$ cat config.mk
export PLATFORM = sky130hd
export DESIGN_NAME = port_c
export DESIGN_NICKNAME = d
export VERILOG_FILES = /design/src/port_c_pkg.sv /design/src/pin_driver.sv /design/src/pin_sync.sv /design/src/port_c.sv
export SDC_FILE = /design/constraint.sdc
export NUM_CORES = 1
export LEC_CHECK = 0
export ABC_AREA = 1
export BUFFER_PORTS_ARGS = -buffer_cell sky130_fd_sc_hd__buf_2
export CAP_MARGIN = 10
export CORE_MARGIN = 2
export CORE_UTILIZATION = 45
export CTS_CLUSTER_DIAMETER = 200
export DETAILED_ROUTE_END_ITERATION = 7
export PLACE_DENSITY = 0.67
export SETUP_SLACK_MARGIN = 0.4
export SLEW_MARGIN = 20
export SYNTH_ARGS = -nofsm -noshare
export SYNTH_HDL_FRONTEND = slang
export SYNTH_SLANG_ARGS = --single-unit
$ cat constraint.sdc
create_clock -name ref_clk -period 1.3 [get_ports ref_clk]
set_input_delay 0.13 -clock ref_clk [delete_from_list [all_inputs] [get_ports ref_clk]]
set_output_delay 0.13 -clock ref_clk [all_outputs]
set_load 0.03 [all_outputs]
$ cat src/port_c_pkg.sv
package port_c_pkg;
  // port width: 6 pins on the small package, 8 on the large one
  localparam int PIN_COUNT = 8;
  localparam int ADDR_WIDTH = 4;

  // register indices on the plain register port
  localparam logic [3:0] ADDR_PIN_DATA = 4'h0;
  localparam logic [3:0] ADDR_DIRECTION = 4'h1;
  localparam logic [3:0] ADDR_OUTPUT_LATCH = 4'h2;
  localparam logic [3:0] ADDR_ANALOG_SELECT = 4'h3;
  localparam logic [3:0] ADDR_OPEN_DRAIN = 4'h4;
  localparam logic [3:0] ADDR_SLEW_LIMIT = 4'h5;
  localparam logic [3:0] ADDR_INPUT_THRESHOLD = 4'h6;

  // reset values
  localparam logic [7:0] RESET_DIRECTION = 8'hFF;
  localparam logic [7:0] RESET_OUTPUT_LATCH = 8'h00;
  localparam logic [7:0] RESET_ANALOG_SELECT = 8'hFF;
  localparam logic [7:0] RESET_OPEN_DRAIN = 8'h00;
  localparam logic [7:0] RESET_SLEW_LIMIT = 8'hFF;
  localparam logic [7:0] RESET_INPUT_THRESHOLD = 8'hFF;
  localparam logic [7:0] READ_ZERO = 8'h00;
endpackage

$ cat src/pin_driver.sv
`timescale 1ns/1ps
// per-pin output stage: direction, open drain, slew and analog gating
module pin_driver (
  input wire logic latch_bit, // output latch value
  input wire logic dir_bit, // 1 = input
  input wire logic od_bit, // 1 = open drain
  input wire logic slew_bit, // 1 = slew limited
  input wire logic ansel_bit, // 1 = analog mode
  input wire logic st_level, // synchronised schmitt level
  input wire logic ttl_level, // synchronised ttl level
  input wire logic thr_bit, // 1 = schmitt, 0 = ttl
  output logic pin_out, // pin output value
  output logic pin_oe, // pin output enable
  output logic pin_slew, // slew limit to pad
  output logic analog_en, // analog path enabled
  output logic digital_in // value seen by digital reads
);
  always_comb begin
    // analog select does not touch digital drive
    if (dir_bit) begin
      pin_oe = 1'b0;
      pin_out = 1'b0;
    end else if (od_bit) begin
      pin_oe = ~latch_bit;
      pin_out = 1'b0;
    end else begin
      pin_oe = 1'b1;
      pin_out = latch_bit;
    end
    pin_slew = slew_bit;
    analog_en = ansel_bit;
    digital_in = ansel_bit ? 1'b0 : (thr_bit ? st_level : ttl_level);
  end
endmodule

$ cat src/pin_sync.sv
`timescale 1ns/1ps
// two-stage synchroniser per pin for both threshold receivers
module pin_sync (
  input wire logic ref_clk, // system clock
  input wire logic rst_n, // async reset, active low
  input wire logic [7:0] raw_in, // asynchronous pin level
  output logic [7:0] sync_out // synchronised level
);
  logic [7:0] stage_one;

  always_ff @(posedge ref_clk or negedge rst_n) begin
    if (!rst_n) begin
      stage_one <= 8'h00;
      sync_out <= 8'h00;
    end else begin
      stage_one <= raw_in;
      sync_out <= stage_one;
    end
  end
endmodule

$ cat src/port_c.sv
`timescale 1ns/1ps
module port_c #(
  parameter int PINS = port_c_pkg::PIN_COUNT // 6 or 8
) (
  input wire logic ref_clk, // 50 MHz system clock
  input wire logic rst_n, // async reset, active low
  input wire logic [3:0] addr, // register index
  input wire logic [7:0] wdata, // write data
  input wire logic wr_en, // write strobe
  input wire logic rd_en, // read strobe
  output logic [7:0] rdata, // read data, cycle after strobe
  input wire logic [7:0] pin_st_in, // schmitt receiver levels
  input wire logic [7:0] pin_ttl_in, // ttl receiver levels
  output logic [7:0] pin_out, // pin output values
  output logic [7:0] pin_oe, // pin output enables
  output logic [7:0] pin_slew, // slew limit per pad
  output logic [7:0] analog_en // analog path enable per pin
);
  localparam logic [7:0] PIN_MASK = 8'((1 << PINS) - 1);
  localparam logic [1:0] SYNC_DEPTH = 2'h2;

  logic [7:0] direction;
  logic [7:0] output_latch;
  logic [7:0] analog_select;
  logic [7:0] open_drain;
  logic [7:0] slew_limit;
  logic [7:0] input_threshold;
  logic [7:0] st_sync;
  logic [7:0] ttl_sync;
  logic [7:0] digital_in;
  logic [7:0] next_rdata;
  logic [1:0] sync_warm;

  pin_sync u_st_sync (
    .ref_clk(ref_clk),
    .rst_n(rst_n),
    .raw_in(pin_st_in),
    .sync_out(st_sync)
  );

  pin_sync u_ttl_sync (
    .ref_clk(ref_clk),
    .rst_n(rst_n),
    .raw_in(pin_ttl_in),
    .sync_out(ttl_sync)
  );

  genvar i;
  generate
    for (i = 0; i < 8; i++) begin : g_pin
      if (i < PINS) begin : g_used
        pin_driver u_drv (
          .latch_bit(output_latch[i]),
          .dir_bit(direction[i]),
          .od_bit(open_drain[i]),
          .slew_bit(slew_limit[i]),
          .ansel_bit(analog_select[i]),
          .st_level(st_sync[i]),
          .ttl_level(ttl_sync[i]),
          .thr_bit(input_threshold[i]),
          .pin_out(pin_out[i]),
          .pin_oe(pin_oe[i]),
          .pin_slew(pin_slew[i]),
          .analog_en(analog_en[i]),
          .digital_in(digital_in[i])
        );
      end else begin : g_absent
        assign pin_out[i] = 1'b0;
        assign pin_oe[i] = 1'b0;
        assign pin_slew[i] = 1'b0;
        assign analog_en[i] = 1'b0;
        assign digital_in[i] = 1'b0;
      end
    end
  endgenerate

  // direction register, all inputs after reset
  always_ff @(posedge ref_clk or negedge rst_n) begin
    if (!rst_n) begin
      direction <= port_c_pkg::RESET_DIRECTION;
    end else if (wr_en && addr == port_c_pkg::ADDR_DIRECTION) begin
      direction <= wdata | ~PIN_MASK;
    end
  end

  // output latch: data writes load wdata straight into the latch, same as latch writes
  always_ff @(posedge ref_clk or negedge rst_n) begin
    if (!rst_n) begin
      output_latch <= port_c_pkg::RESET_OUTPUT_LATCH;
    end else if (wr_en && addr == port_c_pkg::ADDR_PIN_DATA) begin
      output_latch <= wdata & PIN_MASK;
    end else if (wr_en && addr == port_c_pkg::ADDR_OUTPUT_LATCH) begin
      output_latch <= wdata & PIN_MASK;
    end
  end

  always_ff @(posedge ref_clk or negedge rst_n) begin
    if (!rst_n) begin
      analog_select <= port_c_pkg::RESET_ANALOG_SELECT;
    end else if (wr_en && addr == port_c_pkg::ADDR_ANALOG_SELECT) begin
      analog_select <= wdata & PIN_MASK;
    end
  end

  always_ff @(posedge ref_clk or negedge rst_n) begin
    if (!rst_n) begin
      open_drain <= port_c_pkg::RESET_OPEN_DRAIN;
    end else if (wr_en && addr == port_c_pkg::ADDR_OPEN_DRAIN) begin
      open_drain <= wdata & PIN_MASK;
    end
  end

  always_ff @(posedge ref_clk or negedge rst_n) begin
    if (!rst_n) begin
      slew_limit <= port_c_pkg::RESET_SLEW_LIMIT & PIN_MASK;
    end else if (wr_en && addr == port_c_pkg::ADDR_SLEW_LIMIT) begin
      slew_limit <= wdata & PIN_MASK;
    end
  end

  always_ff @(posedge ref_clk or negedge rst_n) begin
    if (!rst_n) begin
      input_threshold <= port_c_pkg::RESET_INPUT_THRESHOLD & PIN_MASK;
    end else if (wr_en && addr == port_c_pkg::ADDR_INPUT_THRESHOLD) begin
      input_threshold <= wdata & PIN_MASK;
    end
  end

  always_comb begin
    unique case (addr)
      port_c_pkg::ADDR_PIN_DATA: next_rdata = digital_in & PIN_MASK;
      port_c_pkg::ADDR_DIRECTION: next_rdata = direction & PIN_MASK;
      port_c_pkg::ADDR_OUTPUT_LATCH: next_rdata = output_latch;
      port_c_pkg::ADDR_ANALOG_SELECT: next_rdata = analog_select & PIN_MASK;
      port_c_pkg::ADDR_OPEN_DRAIN: next_rdata = open_drain;
      port_c_pkg::ADDR_SLEW_LIMIT: next_rdata = slew_limit;
      port_c_pkg::ADDR_INPUT_THRESHOLD: next_rdata = input_threshold;
      default: next_rdata = port_c_pkg::READ_ZERO;
    endcase
  end

  always_ff @(posedge ref_clk or negedge rst_n) begin
    if (!rst_n) begin
      rdata <= port_c_pkg::READ_ZERO;
    end else if (rd_en) begin
      rdata <= next_rdata;
    end else begin
      rdata <= port_c_pkg::READ_ZERO;
    end
  end

  // counts the synchroniser stages after reset so pin checks skip stale flops
  always_ff @(posedge ref_clk or negedge rst_n) begin
    if (!rst_n) begin
      sync_warm <= 2'h0;
    end else if (sync_warm != SYNC_DEPTH) begin
      sync_warm <= sync_warm + 2'h1;
    end
  end

  a_input_hiz: assert property (@(posedge ref_clk) disable iff (!rst_n)
    (direction[0] |-> !pin_oe[0]))
    else $error("input pin driven");

  a_output_drive: assert property (@(posedge ref_clk) disable iff (!rst_n)
    (!direction[0] && !open_drain[0]) |-> (pin_oe[0] && pin_out[0] == output_latch[0]))
    else $error("output pin not driving latch");

  a_open_drain: assert property (@(posedge ref_clk) disable iff (!rst_n)
    (pin_oe[1] && open_drain[1]) |-> !pin_out[1])
    else $error("open drain drove high");

  a_pp_high: assert property (@(posedge ref_clk) disable iff (!rst_n)
    (!direction[1] && !open_drain[1] && output_latch[1]) |-> (pin_oe[1] && pin_out[1]))
    else $error("push-pull not driving high");

  a_analog_read: assert property (@(posedge ref_clk) disable iff (!rst_n)
    (rd_en && addr == port_c_pkg::ADDR_PIN_DATA && analog_select[2]) |=> !rdata[2])
    else $error("analog pin read nonzero");

  a_analog_output: assert property (@(posedge ref_clk) disable iff (!rst_n)
    (analog_select[3] && !direction[3] && !open_drain[3]) |-> pin_oe[3])
    else $error("analog select blocked output");

  a_latch_write: assert property (@(posedge ref_clk) disable iff (!rst_n)
    (wr_en && addr == port_c_pkg::ADDR_PIN_DATA) |=> output_latch == ($past(wdata) & PIN_MASK))
    else $error("port write did not reach latch");

  a_slew_follow: assert property (@(posedge ref_clk) disable iff (!rst_n)
    pin_slew[4] == slew_limit[4])
    else $error("slew output mismatch");

  a_reset_input: assert property (@(posedge ref_clk)
    $rose(rst_n) |-> (direction == port_c_pkg::RESET_DIRECTION))
    else $error("pins not inputs after reset");

  a_analog_en: assert property (@(posedge ref_clk) disable iff (!rst_n)
    analog_en[5] == analog_select[5])
    else $error("analog path mismatch");

  a_rdata_idle: assert property (@(posedge ref_clk) disable iff (!rst_n)
    !rd_en |=> (rdata == port_c_pkg::READ_ZERO))
    else $error("read data outside read cycle");

  a_dir_read: assert property (@(posedge ref_clk) disable iff (!rst_n)
    (rd_en && addr == port_c_pkg::ADDR_DIRECTION) |=>
    (rdata == ($past(direction) & PIN_MASK)))
    else $error("direction readback wrong");

  a_latch_read: assert property (@(posedge ref_clk) disable iff (!rst_n)
    (rd_en && addr == port_c_pkg::ADDR_OUTPUT_LATCH) |=> (rdata == $past(output_latch)))
    else $error("latch readback wrong");

  a_dir_write: assert property (@(posedge ref_clk) disable iff (!rst_n)
    (wr_en && addr == port_c_pkg::ADDR_DIRECTION) |=>
    (direction == ($past(wdata) | ~PIN_MASK)))
    else $error("direction write lost");

  a_analog_write: assert property (@(posedge ref_clk) disable iff (!rst_n)
    (wr_en && addr == port_c_pkg::ADDR_ANALOG_SELECT) |=>
    (analog_select == ($past(wdata) & PIN_MASK)))
    else $error("analog select write lost");

  a_od_write: assert property (@(posedge ref_clk) disable iff (!rst_n)
    (wr_en && addr == port_c_pkg::ADDR_OPEN_DRAIN) |=>
    (open_drain == ($past(wdata) & PIN_MASK)))
    else $error("open drain write lost");

  a_slew_write: assert property (@(posedge ref_clk) disable iff (!rst_n)
    (wr_en && addr == port_c_pkg::ADDR_SLEW_LIMIT) |=>
    (slew_limit == ($past(wdata) & PIN_MASK)))
    else $error("slew limit write lost");

  a_level_write: assert property (@(posedge ref_clk) disable iff (!rst_n)
    (wr_en && addr == port_c_pkg::ADDR_INPUT_THRESHOLD) |=>
    (input_threshold == ($past(wdata) & PIN_MASK)))
    else $error("threshold write lost");

  a_latch_only: assert property (@(posedge ref_clk) disable iff (!rst_n)
    (wr_en && addr == port_c_pkg::ADDR_PIN_DATA) |=>
    ($stable(direction) && $stable(analog_select) && $stable(open_drain)))
    else $error("port write touched pin setup");

  a_unmapped_write: assert property (@(posedge ref_clk) disable iff (!rst_n)
    (wr_en && addr > port_c_pkg::ADDR_INPUT_THRESHOLD) |=>
    ($stable(direction) && $stable(output_latch) && $stable(analog_select) &&
    $stable(open_drain) && $stable(slew_limit) && $stable(input_threshold)))
    else $error("unmapped write changed a register");

  a_st_sync: assert property (@(posedge ref_clk) disable iff (!rst_n)
    (sync_warm == SYNC_DEPTH) |-> (st_sync == $past(pin_st_in, 2)))
    else $error("schmitt level not two stages late");

  a_ttl_sync: assert property (@(posedge ref_clk) disable iff (!rst_n)
    (sync_warm == SYNC_DEPTH) |-> (ttl_sync == $past(pin_ttl_in, 2)))
    else $error("ttl level not two stages late");

  a_absent_pins: assert property (@(posedge ref_clk) disable iff (!rst_n)
    (((pin_oe | pin_out | pin_slew | analog_en) & ~PIN_MASK) == port_c_pkg::READ_ZERO))
    else $error("absent pin active");

  generate
    for (i = 0; i < PINS; i++) begin : g_check
      a_pin_hiz: assert property (@(posedge ref_clk) disable iff (!rst_n)
        direction[i] |-> !pin_oe[i])
        else $error("input pin driven");

      a_od_sink: assert property (@(posedge ref_clk) disable iff (!rst_n)
        (!direction[i] && open_drain[i]) |-> (pin_oe[i] == !output_latch[i] && !pin_out[i]))
        else $error("open drain pin sourced current");

      a_push_pull: assert property (@(posedge ref_clk) disable iff (!rst_n)
        (!direction[i] && !open_drain[i]) |-> (pin_oe[i] && pin_out[i] == output_latch[i]))
        else $error("push-pull pin not driving latch");

      a_slew_pin: assert property (@(posedge ref_clk) disable iff (!rst_n)
        pin_slew[i] == slew_limit[i])
        else $error("slew pin mismatch");

      a_analog_pin: assert property (@(posedge ref_clk) disable iff (!rst_n)
        analog_en[i] == analog_select[i])
        else $error("analog pin mismatch");

      a_read_zero: assert property (@(posedge ref_clk) disable iff (!rst_n)
        (rd_en && addr == port_c_pkg::ADDR_PIN_DATA && analog_select[i]) |=> !rdata[i])
        else $error("analog pin read high");

      a_read_level: assert property (@(posedge ref_clk) disable iff (!rst_n)
        (rd_en && addr == port_c_pkg::ADDR_PIN_DATA && !analog_select[i]) |=>
        (rdata[i] == ($past(input_threshold[i]) ? $past(st_sync[i]) : $past(ttl_sync[i]))))
        else $error("pin read used wrong receiver");
    end
  endgenerate
endmodule

### Yosys cells after proc, flatten, opt, wreduce, memory -nomap -nowiden

Index checks and enable logic that the tools add are counted.
Widths: inputs -> output; s select.

| storage, ports and cells | value |
|---|---|
| output and inout port bits | 40 |
| flip-flop bits (word level) | 88 |
| bits of input ports | 32 |

| operators by class | value |
|---|---|
| bitwise operators | 8 |
| multiplexer cells | 52 |
| reduce and logical (&&, ||, !) cells | 9 |
| eq/ne operators | 6 |

Operators with widths:

| cell | number |
|---|---|
| $pmux 8 s7 | 1 |
| $mux 1 | 48 |
| $mux 8 | 3 |
| $eq 4x3->1 const B | 3 |
| $eq 4x2->1 const B | 2 |
| $not 1->1 | 8 |
| $logic_and 1x1->1 | 7 |
| $eq 4x1->1 const B | 1 |
| $logic_not 4->1 | 1 |
| $reduce_bool 2->1 | 1 |

### Longest topological paths before layout

Gate-level depths: netlist of the first run.

| depth | value |
|---|---|
| depth in word-level cells | 4 |
| gate-level depth with buffers | 7 |
| gate-level depth less buffers | 6 |

### Modules after synthesis

Synthesis of the first run repeated with hierarchy kept, for this count alone.

| second synthesis, totals | value |
|---|---|
| cell total of the unflattened synthesis | 419 |
| area, all modules | 4048.9 um^2 |

Modules (own cells, without submodules):

| module | cells each | times used | sequential area each (um^2) | area an instance (um^2) |
|---|---|---|---|---|
| port_c | 307 | 1 | 1441.4 | 2787.7 |
| pin_sync | 16 | 2 | 400.4 | 400.4 |
| pin_driver | 10 | 8 | 0.0 | 57.6 |

### Worst setup path after synthesis of the first run

OpenSTA, ideal clock, no wires.

| timing | value |
|---|---|
| path kind | input to register |
| from | input addr[2] |
| to | register rdata[5] |
| data required time | 1223 ps |
| library setup time | 77 ps |
| arrival time | 893 ps |
| setup slack | 330 ps |
| stages on the path | 6 |
| buffers on the path | 1 |
| cells stage by stage | nor2_4 > clkbuf_1 > nand3_1 > nand2_1 > nor2_1 > a21oi_1 |

| between the ends | value |
|---|---|
| cells in the longest elaborated chain, start to end | 3 |
| elaborated cells on any way between the ends | 9 |

Ends and longest elaborated chain:

| what | RTL line | text |
|---|---|---|
| from (decl) | port_c.sv:7 | `input wire logic [3:0] addr,` |
| $eq 4x3->1 (tied with other cells) | port_c.sv:130 | `unique case (addr)` |
| $pmux 8 s7 * | port_c.sv:130 |  |
| $mux 8 * | port_c.sv:145 | `end else if (rd_en) begin` |
| to (signal assigned) | port_c.sv:144 | `rdata <= port_c_pkg::READ_ZERO;` |
| to (signal assigned) | port_c.sv:146 | `rdata <= next_rdata;` |
| to (signal assigned) | port_c.sv:148 | `rdata <= port_c_pkg::READ_ZERO;` |
| to (decl) | port_c.sv:11 | `output logic [7:0] rdata,` |

Every way passes the cells marked *; elsewhere a longest branch is shown, timed or not.
A chain may end at the register's enable or synchronous reset.

### Worst setup path after layout of the first run

| timing | value |
|---|---|
| from | register open_drain[5] |
| to | output pin_out[5] |

| between the ends | value |
|---|---|
| cells in the longest elaborated chain, start to end | 2 |

Ends and longest elaborated chain:

| what | RTL line | text |
|---|---|---|
| from (decl) | port_c.sv:25 | `logic [7:0] open_drain;` |
| from (signal assigned) | port_c.sv:107 | `open_drain <= port_c_pkg::RESET_OPEN_DRAIN;` |
| from (signal assigned) | port_c.sv:109 | `open_drain <= wdata & PIN_MASK;` |
| $mux 1 | pin_driver.sv:23 | `end else if (od_bit) begin` |
| $mux 1 | pin_driver.sv:20 | `if (dir_bit) begin` |
| to (decl) | port_c.sv:14 | `output logic [7:0] pin_out,` |

Every way passes these cells.

==> impl_results.md, run 1 <==
- Die W: 98.17 um
- Adder-cell share of the synthesized area: 0%
- Master cell of the clock root buffer: clkbuf_8
- Clock slew at the register clock pins of the worst setup and hold paths: 0.09 ns
- Combinational family with the most area after synthesis: simple AND/OR/NAND/NOR gates
- Layout Skew: 0.009586 ns
- Effective utilization at floorplan: 45.98%
- Die outline height: 98.17 um
- Placer Congestion: 0.8145
- Global-route wire length before repair: 16280 um
- Crit path max-delay cell type: dfrtp_1
- Time the worst path needs with I/O delays and setup: 1.345 ns
- Overall track demand over capacity in global routing: 21.53%
- Yosys cell types: 23
- Skew-Pair Late Insertion Delay: 0.36 ns
- Synthesized area: 3990 um2
- Total negative slack: -0.1044 ns
- Run status: complete, but fails checks
- Post-route clock period utilization: 103.5%
- Total global routing overflow: 0
- Relative slew slack: 75.47%
- Violations in the final reports: negative setup slack
- Classification of the worst-slack hold path: input pin to register
- Cell row count: 34
- Average wire length per cell after detail routing: 15.23 um
- Number of max-slew violations in the final report: 0
- RSZ-0062 raised after global routing: yes
- Area of the core: 8678 um2
- Critical Path, Cell by Cell: inv_2, nand2_1, nor2_1, buf_4
- Io pins: 72
- Maximum single-stage delay on the critical path: 0.42 ns
- Clock tree from TritonCTS: yes
- Nets in the synthesized netlist: 459
- Parity-gate share of the synthesized area counting xor and xnor cells: 0%
- Data arrival time at the worst-slack endpoint: 1.21 ns
- DRC errors left: 0
- Via density: 5.110
- Detail Route Antenna Nets: 0
- Synthesis Warnings: 0
- Total Wirelength: 10280 um
- Number of synthesized register bits: 88
- Clk buf depth: 2
- Net total in the final layout: 594
- Leakage power figure: 2.689 nW
- Number of global-route vias before repair: 3453
- Fraction of layout instances using a drive strength above 1: 45.15%
- Maximum vdd ir drop: 728.2 uV
- Final Instance Count excl. Fillers: 675
- Highest clock frequency the design can meet: 743.5 MHz
- Die area: 9636 um2
- Setup-violating endpoint count in the final report: 5
- Clock H-tree levels: 3
- Cells after Synth: 427
- Worst-case hold slack: 0.01895 ns
- Number of antenna violations at the first check in global routing: 0
- Average size of a mapped cell: 9.344 um2
- Worst path required time: 1.17 ns
- Setup crit start kind: register
- CP Class: register to primary output
- Top library cells by usage in the layout, fill and taps aside: nand2_1, buf_6, dfrtp_1
- Number of detailed-route iterations in the first pass: 5
- Maximum fanout along the worst path: 3
- Mux cell area share after synthesis: 0%
- Max-capacitance violation count: 0
- Number of port buffers: 71
- Power density cells: 1443 nW/um2
- TritonCTS buffer count: 9
- Worst slack at placement: -0.009252 ns
- Maximum number of pins on one net before global-route repair: 41
- Post-synthesis simple-gate area fraction: 22.64%
- Layout Area Growth over Synthesis: 43.99%
- # clock sinks: 88
- Final number of hold-violating endpoints: 0
- Final worst slack: -0.04493 ns
- Area fraction in compound gates after synthesis: 10.03%
- Post-detailed-placement half-perimeter wirelength: 6277 um
- Cells after DPL: 576
- Overall power after layout: 0.008292 W
- Element type at the critical path end: primary output
- Vias after detailed routing: 3449
- Most common library cell in the layout ignoring fill and taps: nand2_1
- Number of violations reported at the end of detailed-routing iteration 0: 117
- Fraction of the yosys area taken by sequential cells: 56.19%
- Transition at the pin with the smallest max-transition slack: 0.3676 ns
- Number of antenna diodes: 0
==> per-stage QoR <==
step | util (%) | cell area, um2
floorplan | - | 4019
global placement | 50.61 | 4392
detailed placement | 50.61 | 4392
CTS | 63.11 | 5477
global route | 66.21 | 5746
finish | 66.21 | 5746
==> kinds of logic after synthesis <==
family                 after synthesis
AND/OR/NAND/NOR                    191
AO/OA/AOI/OAI                       72
flip-flops                          88
buffers and inverters               76
==> cell usage after synthesis <==
cell	n	area share, %
nand2_1	90	8.5
dfrtp_1	56	35
nand3_1	49	6.1
buf_4	35	6.6
dfstp_2	32	21
nor2_1	32	3.0
inv_1	26	2.4
o21ai_1	21	2.6
o21ai_0	19	2.4
a21oi_1	16	2.0
o21a_1	16	3.0
nand3b_1	8	1.5
buf_2	7	0.88
nor2_4	5	1.4
inv_2	4	0.38
clkbuf_1	2	0.19
nand3_2	2	0.50
nor2_8	2	1.0
buf_6	1	0.28
buf_8	1	0.38
nand2_2	1	0.16
nand2_4	1	0.28
nor2_2	1	0.16
==> worst max-delay path, delay by kind of cell, from the launching register on <==
family                 cells  cell delay, ns
buffers and inverters      2            0.25
AND/OR/NAND/NOR            2            0.18
flip-flops                 1            0.42
==> state kept, by name, indices dropped and copies added (netlist names) <==
name / cells
u_ttl_sync.sync_out: 8
u_ttl_sync.stage_one: 8
input_threshold: 8
slew_limit: 8
u_st_sync.sync_out: 8
output_latch: 8
open_drain: 8
rdata: 8
direction: 8
u_st_sync.stage_one: 8
analog_select: 8
==> where the power goes <==
| part | internal [W] | switching [W] | leakage (nW) |
|---|---|---|---|
| combinational | 0.00147 | 0.00135 | 1.59 |
| clock | 0.000726 | 0.00107 | 0.0854 |
| sequential | 0.00330 | 0.000376 | 1.01 |
==> worst paths after layout <==
| path | from | end | slack [ns] | depth (start not counted) |
|---|---|---|---|---|
| setup / recovery | open_drain[5]$_DFFE_PN0P_ | pin_out[5] | -0.04 | 4 |
| hold / removal | wdata[2] | open_drain[2]$_DFFE_PN0P_ | 0.02 | 3 |
| setup reg to reg | direction[2]$_DFFE_PN1P_ | rdata[2]$_DFF_PN0_ | 0.10 | 6 |
| hold reg to reg | u_st_sync.stage_one[0]$_DFF_PN0_ | u_st_sync.sync_out[0]$_DFF_PN0_ | 0.35 | 0 |
| max in group asynchronous | rst_n | input_threshold[6]$_DFFE_PN1P_ | 0.57 | 3 |
| min in group asynchronous | rst_n | open_drain[0]$_DFFE_PN0P_ | 0.17 | 2 |
==> metal layers <==
metal	wire, um	vias up	track usage (%)
met1	4069	1680	24.42
met2	5427	126	39.46
met4	150	0	7.060
met3	635	16	5.583
met5	0	-	0
li1	-	1627	-
==> final cells by class <==
type                       instances  area (um2)
fill                             690        2933
sequential                        88        2242
timing repair buffer             170        1592
multi-input combinational        263        1476
tap                              108       135.1
clock buffer                      10       127.6
inverter                          30       120.1
clock inverter                     6       52.55
==> repair_timing <==
item                                    4_1_cts  5_1_grt
pin swaps                                    18       22
gates cloned                                  0        0
resized for setup                           106       41
hold endpoints to repair                     82        0
buffers inserted                             41       18
endpoints found under the setup margin       55       64
hold buffers                                 24        0
Power figures use the tool's default switching activity.
==> inputs of run 2 (changes only) <==
- PLACE_DENSITY: 0.67 -> 0.66
- SYNTH_HIERARCHICAL: not set -> 1
==> run 2 against run 1 <==
Against the previous run:
- largest cell class unchanged
- the run still ends with negative setup slack left
- critical path depth fell by 2
- combinational power rose by 2%
- critical endpoint is now pin_out[7]
- clock skew barely moved
- largest power group unchanged
==> impl_results.md, run 2 <==
- Transition at the pin with the smallest max-transition slack: 0.4668 ns (was 0.3676 ns)
- Cell with the most instances after synthesis: nand2_1 (unchanged)
- Detail Route Antenna Nets: 0 (unchanged)
- Final worst slack: -0.0002345 ns (was -0.04493 ns)
- Via density: 4.878 (was 5.110)
- Die W: 98.86 um (was 98.17 um)
- Setup crit start kind: register (unchanged)
- Number of max-slew violations in the final report: 0 (unchanged)
- Adder-cell share of the synthesized area: 0% (unchanged)
- Total Wirelength: 9612 um (was 10280 um)
- Effective utilization at floorplan: 46.43% (was 45.98%)
- Average size of a mapped cell: 9.663 um2 (was 9.344 um2)
- TritonCTS buffer count: 9 (unchanged)
- Worst-case hold slack: 0.1505 ns (was 0.01895 ns)
- Synthesis Warnings: 6 (was 0)
- Post-synthesis simple-gate area fraction: 25.22% (was 22.64%)
- CP Class: register to primary output (unchanged)
- Fraction of the yosys area taken by sequential cells: 55.38% (was 56.19%)
- Reg2Reg Launch Point: analog_select[4]$_DFFE_PN1P_ (was direction[2]$_DFFE_PN1P_)
- Leakage power figure: 2.723 nW (was 2.689 nW)
- Overall track demand over capacity in global routing: 19.98% (was 21.53%)
- EDFF count, synth: 0 (unchanged)
- Io pins: 72 (unchanged)
- Layout Skew: 0.009264 ns (was 0.009586 ns)
- Master cell of the clock root buffer: clkbuf_8 (unchanged)
- Area of the core: 8721 um2 (was 8678 um2)
- Biggest area contributors in the synthesized netlist: dfrtp_1, dfstp_2, nand2_1 (unchanged)
- Net total in the final layout: 589 (was 594)
- Post-detailed-placement half-perimeter wirelength: 5999 um (was 6277 um)
- Cell row count: 34 (unchanged)
- Min-delay src: wdata[4] (was wdata[2])
- Time the worst path needs with I/O delays and setup: 1.300 ns (was 1.345 ns)
- Overall power after layout: 0.008722 W (was 0.008292 W)
- Core Util, Final: 66.80% (was 66.21%)
- Maximum fanout along the worst path: 4 (was 3)
- Max-capacitance violation count: 0 (unchanged)
- Number of global-route vias before repair: 3209 (was 3453)
- Average wire length per cell after detail routing: 14.35 um (was 15.23 um)
- Clock tree from TritonCTS: yes (unchanged)
- Vias after detailed routing: 3268 (was 3449)
- Layout Area Growth over Synthesis: 43.88% (was 43.99%)
- Run status: complete, but fails checks (unchanged)
- Global-route wire length before repair: 15460 um (was 16280 um)
- Synthesized area: 4049 um2 (was 3990 um2)
- Parity-gate share of the synthesized area counting xor and xnor cells: 0% (unchanged)
- Yosys cell types: 24 (was 23)
- Final number of hold-violating endpoints: 0 (unchanged)
- Highest clock frequency the design can meet: 769.1 MHz (was 743.5 MHz)
- Top library cells by usage in the layout, fill and taps aside: nand2_1, buf_6, dfrtp_1 (unchanged)
- Cells after Synth: 419 (was 427)
- RSZ-0062 raised after global routing: yes (unchanged)
- Top cells by instance count after synthesis: nand2_1, dfrtp_1, nand3_1, inv_1 (was nand2_1, dfrtp_1, nand3_1, buf_4)
- Classification of the worst-slack hold path: input pin to register (unchanged)
- Crit. Startpoint: open_drain[7]$_DFFE_PN0P_ (was open_drain[5]$_DFFE_PN0P_)
- Async SR Flop Fraction: 100.0% (unchanged)
- Number of synthesized register bits: 88 (unchanged)
- Length in cells of the worst reg-to-reg path: 8 (was 6)
- Area fraction of the dominant cell type after synthesis: 34.61% (was 35.12%)
- Clk buf depth: 2 (unchanged)
- # clock sinks: 88 (unchanged)
- Post-synth top flop: dfrtp_1 (unchanged)
- Cell type contributing the most total cell area after synthesis: dfrtp_1 (unchanged)
- Data arrival time at the worst-slack endpoint: 1.17 ns (was 1.21 ns)
- Number of port buffers: 71 (unchanged)
- Number of antenna diodes: 0 (unchanged)
- Mux cell area share after synthesis: 0% (unchanged)
- Power density cells: 1497 nW/um2 (was 1443 nW/um2)
- Clock slew at the register clock pins of the worst setup and hold paths: 0.09 ns (about the same)
- Violations in the final reports: negative setup slack (unchanged)
- Maximum number of pins on one net before global-route repair: 89 (was 41)
- Number of detailed-route iterations in the first pass: 5 (unchanged)
- Die area: 9772 um2 (was 9636 um2)
- Nets in the synthesized netlist: 451 (was 459)
- Number of antenna violations at the first check in global routing: 0 (unchanged)
- Relative slew slack: 68.88% (was 75.47%)
- Fraction of layout instances using a drive strength above 1: 50.36% (was 45.15%)
- Element type at the critical path end: primary output (unchanged)
- Placer Congestion: 0.8265 (was 0.8145)
- DRC errors left: 0 (unchanged)
- Combinational family with the most area after synthesis: simple AND/OR/NAND/NOR gates (unchanged)
- Most common library cell in the layout ignoring fill and taps: nand2_1 (unchanged)
- Maximum vdd ir drop: 812.0 uV (was 728.2 uV)
- Setup-violating endpoint count in the final report: 1 (was 5)
- Die outline height: 98.86 um (was 98.17 um)
- Area fraction in compound gates after synthesis: 10.14% (was 10.03%)
- Post-route clock period utilization: 100.0% (was 103.5%)
- Skew-Pair Late Insertion Delay: 0.35 ns (was 0.36 ns)
- Worst path required time: 1.17 ns (about the same)
- Depth of the worst hold-timing path: 3 (unchanged)
- Clock H-tree levels: 3 (unchanged)
- Number of violations reported at the end of detailed-routing iteration 0: 178 (was 117)
- Total global routing overflow: 0 (unchanged)
==> run 2: area by class of cell <==
class,count,area [um2]
Clock buffer,10,127.6
Clock inverter,6,92.59
Fill cell,653,2895
Inverter,38,152.6
Multi-Input combinational cell,265,1637
Sequential cell,88,2252
Tap cell,108,135.1
Timing Repair Buffer,155,1429
==> run 2: final timing paths <==
check,slack [ns],end
hold / removal,0.15,direction[4]$_DFFE_PN1P_
setup / recovery,-0.0002,pin_out[7]
setup reg to reg,0.06,rdata[4]$_DFF_PN0_
hold reg to reg,0.35,u_ttl_sync/sync_out[4]$_DFF_PN0_
min in group asynchronous,0.32,u_ttl_sync/stage_one[2]$_DFF_PN0_
max in group asynchronous,0.56,open_drain[1]$_DFFE_PN0P_
==> run 2: kinds of logic (layout without fill, tap and decap cells) <==
logic type,after synthesis,after routing
and+or+nand+nor,200,201
DFF,88,88
buffers and inverters,67,209
AOI/OAI and AO/OA,64,64
==> run 2: routing by layer <==
| layer | GRT usage, % | part of all wire (%) | vias up |
|---|---|---|---|
| met5 | 0 | 0 | - |
| met4 | 6.322 | 0.88 | 0 |
| met3 | 4.255 | 5.4 | 11 |
| met1 | 27.91 | 45 | 1549 |
| li1 | - | - | 1608 |
| met2 | 31.39 | 48 | 100 |
==> run 2: repair_timing <==
action                                  CTS  global route
setup buffers                            46            11
hold buffers                             17             0
gates cloned                              0             2
resized for setup                       111            43
pin swaps                                25            34
endpoints found under the setup margin   48            78
endpoints found under the hold margin    72             0
==> run 2: power breakdown <==
group / switching, W / internal (W) / leakage (nW)
Sequential: 0.000434 / 0.00331 / 1.00
Combinational: 0.00140 / 0.00148 / 1.62
Clock: 0.00100 / 0.00110 / 0.104
Total: 0.00283 / 0.00589 / 2.72
==> run 2: stage by stage <==
step	setup slack, ns	instance area [um2]	cells	setup TNS, ns
3_3_place_gp	0.09905	4534	578	0
2_1_floorplan	0.2801	4173	419	0
5_1_grt	-0.05890	5826	670	-0.1158
6_report	-0.0002345	5826	670	-0.0002345
4_1_cts	-0.01002	5575	657	-0.01002
3_5_place_dp	0.03418	4534	578	0
==> run 2: worst max-delay path, cell delays in order, from the launching register on <==
cell	delay, ns
dfrtp_2	0.47
nor3b_4	0.20
buf_6	0.15
==> inputs of run 3 (changes only) <==
- ABC_AREA: 1 -> not set
- GPL_ROUTABILITY_DRIVEN: not set -> 0
- PLACE_DENSITY: 0.66 -> 0.75
==> run 3 against run 2 <==
Against the previous run:
- the run still ends with negative setup slack left
- cell area down 3.2%
- global-route usage up 2.3 points
- via count down 19%
==> impl_results.md, run 3 <==
- Run status: complete, but fails checks (unchanged)
- Violations in the final reports: negative setup slack (unchanged)
- Fraction of layout instances using a drive strength above 1: 70.22% (was 50.36%)
- CP Class: register to register (was register to primary output)
- Via density: 5.219 (was 4.878)
- Final worst slack: -0.1605 ns (was -0.0002345 ns)
- Total global routing overflow: 0 (unchanged)
- Cell with the most instances after synthesis: dfrtp_1 (was nand2_1)
- Top library cells by usage in the layout, fill and taps aside: buf_6, buf_4, mux2_4 (was nand2_1, buf_6, dfrtp_1)
- Synthesized area: 3739 um2 (was 4049 um2)
- Global-route wire length before repair: 14870 um (was 15460 um)
- Final Instance Count excl. Fillers: 508 (was 670)
- Net total in the final layout: 430 (was 589)
- Average size of a mapped cell: 14.55 um2 (was 9.663 um2)
- Skew-Pair Late Insertion Delay: 0.36 ns (was 0.35 ns)
- Maximum vdd ir drop: 853.3 uV (was 812.0 uV)
- Classification of the worst-slack hold path: input pin to register (unchanged)
- Number of detailed-route iterations in the first pass: 4 (was 5)
- Relative slew slack: 73.40% (was 68.88%)
- Clock tree from TritonCTS: yes (unchanged)
- Element type at the critical path end: register (was primary output)
- Number of antenna diodes: 0 (unchanged)
- Global routing usage on met3: 3.794% (was 4.255%)
- Layout Area Growth over Synthesis: 50.90% (was 43.88%)
- M2 GR Usage: 37.09% (was 31.39%)
- Average wire length per cell after detail routing: 18.42 um (was 14.35 um)
- Time the worst path needs with I/O delays and setup: 1.461 ns (was 1.300 ns)
- RSZ-0062 raised after global routing: yes (unchanged)
- Setup crit start kind: register (unchanged)
- Setup-violating endpoint count in the final report: 14 (was 1)
- Number of port buffers: 71 (unchanged)
- Max-capacitance violation count: 0 (unchanged)
- Post-synth top flop: dfrtp_1 (unchanged)
- Maximum fanout along the worst path: 2 (was 4)
- Post-route clock period utilization: 112.3% (was 100.0%)
- Area fraction of the dominant cell type after synthesis: 37.48% (was 34.61%)
- Top cells by instance count after synthesis: dfrtp_1, mux2_2, dfstp_2, mux2i_1 (was nand2_1, dfrtp_1, nand3_1, inv_1)
- TritonCTS buffer count: 9 (unchanged)
- Maximum number of pins on one net before global-route repair: 28 (was 89)
- Overall track demand over capacity in global routing: 22.31% (was 19.98%)
- Vias after detailed routing: 2651 (was 3268)
- Cells after Synth: 257 (was 419)
- Master cell of the clock root buffer: clkbuf_8 (unchanged)
- Yosys cell types: 26 (was 24)
- Transition at the pin with the smallest max-transition slack: 0.3989 ns (was 0.4668 ns)
- Worst-case hold slack: 0.08632 ns (was 0.1505 ns)
- Layout Skew: 0.01491 ns (was 0.009264 ns)
- Highest clock frequency the design can meet: 684.7 MHz (was 769.1 MHz)
- Number of max-slew violations in the final report: 0 (unchanged)
- Post-detailed-placement half-perimeter wirelength: 5809 um (was 5999 um)
- Number of antenna violations at the first check in global routing: 0 (unchanged)
- Effective utilization at floorplan: 45.96% (was 46.43%)
- Number of global-route vias before repair: 2888 (was 3209)
- Clock slew at the register clock pins of the worst setup and hold paths: 0.09 ns (about the same)
- Overall power after layout: 0.008947 W (was 0.008722 W)
- Nets in the synthesized netlist: 289 (was 451)
- Die W: 95.15 um (was 98.86 um)
- Most common library cell in the layout ignoring fill and taps: buf_6 (was nand2_1)
- Cells after DPL: 444 (was 578)
- Io pins: 72 (unchanged)
- DRC errors left: 0 (unchanged)
- EDFF count, synth: 0 (unchanged)
- # clock sinks: 88 (unchanged)
- Total Wirelength: 9359 um (was 9612 um)
- Routing usage on met1: 29.05% (was 27.91%)
- Area of the core: 8134 um2 (was 8721 um2)
- Worst path required time: 1.54 ns (was 1.17 ns)
- Number of synthesized register bits: 88 (unchanged)
- Leakage power figure: 2.590 nW (was 2.723 nW)
- Cell row count: 33 (was 34)
- Synthesis Warnings: 6 (unchanged)
- Die area: 9054 um2 (was 9772 um2)
- Cell type contributing the most total cell area after synthesis: dfrtp_1 (unchanged)
- Die outline height: 95.15 um (was 98.86 um)
- Async SR Flop Fraction: 100.0% (unchanged)
- Final number of hold-violating endpoints: 0 (unchanged)
- Clk buf depth: 2 (unchanged)
- Clock H-tree levels: 3 (unchanged)
- Power density cells: 1586 nW/um2 (was 1497 nW/um2)
- Fraction of the yosys area taken by sequential cells: 59.97% (was 55.38%)
- Number of violations reported at the end of detailed-routing iteration 0: 100 (was 178)
- Detail Route Antenna Nets: 0 (unchanged)
- Biggest area contributors in the synthesized netlist: dfrtp_1, dfstp_2, mux2_2 (was dfrtp_1, dfstp_2, nand2_1)
- Data arrival time at the worst-slack endpoint: 1.70 ns (was 1.17 ns)
- GRT busiest layer: met2 (unchanged)
run 3: cells by family after synthesis:
logic type	after synthesis	share of synthesized area, %
simple gates	31	5.689
flops	88	59.97
compound gates	32	5.623
mux	80	24.10
buf+inv	26	4.619
run 3: timing repair:
action / in CTS / in global routing
setup buffers: 25 / 6
endpoints found under the setup margin: 96 / 96
pin swaps: 9 / 6
resized for setup: 147 / 8
hold buffers: 17 / 0
endpoints found under the hold margin: 54 / 0
run 3: worst paths after layout:
kind / startpoint / cells after the start / endpoint / slack, ns
worst max-delay path: input_threshold[6]$_DFFE_PN1P_ / 5 / rdata[6]$_DFF_PN0_ / -0.16
worst min-delay path: wdata[0] / 2 / direction[0]$_DFFE_PN1P_ / 0.09
worst max register to register: input_threshold[6]$_DFFE_PN1P_ / 5 / rdata[6]$_DFF_PN0_ / -0.16
worst min register to register: u_st_sync/stage_one[2]$_DFF_PN0_ / 0 / u_st_sync/sync_out[2]$_DFF_PN0_ / 0.35
max in group asynchronous: rst_n / 3 / analog_select[7]$_DFFE_PN1P_ / 0.49
min in group asynchronous: rst_n / 2 / output_latch[6]$_DFFE_PN0P_ / 0.24
run 3: per-layer routing:
metal / share of wire [%] / vias to the layer above
met3: 4.9 / 16
met1: 44 / 1358
met5: 0 / -
li1: - / 1191
met2: 49 / 86
met4: 2.1 / 0
run 3: layout make-up:
type	count	area, um2
well taps	105	131.4
flip-flops and latches	88	2252
clock buffers	9	123.9
clock inverters	7	101.3
repair buffers	156	1383
fillers	509	2492
multi-input cells	143	1650
run 3: report_power, final:
| group | total (W) | internal, W | leakage [nW] | switching, W |
|---|---|---|---|---|
| Clock | 0.00211 | 0.00110 | 0.106 | 0.00101 |
| Combinational | 0.00306 | 0.00176 | 1.48 | 0.00130 |
| Sequential | 0.00378 | 0.00333 | 1.00 | 0.000448 |
run 3: metrics by stage:
step	utilization, %	TNS, ns	cell area [um2]	worst slack, ns
5_1_grt	69.36	-1.835	5642	-0.1903
2_1_floorplan	-	-0.9579	3872	-0.1098
4_1_cts	68.54	-0.9493	5575	-0.1227
6_report	69.36	-0.9053	5642	-0.1605
3_3_place_gp	55.15	-8.793	4486	-0.2445
3_5_place_dp	55.15	-10.05	4486	-0.2731
run 3: worst max-delay path, stage by stage (launching register included):
cell and delay, ns:
dfstp_2 0.55, mux2i_1 0.19, nor2_1 0.05, mux2_2 0.25
a22oi_1 0.18, a21oi_1 0.12
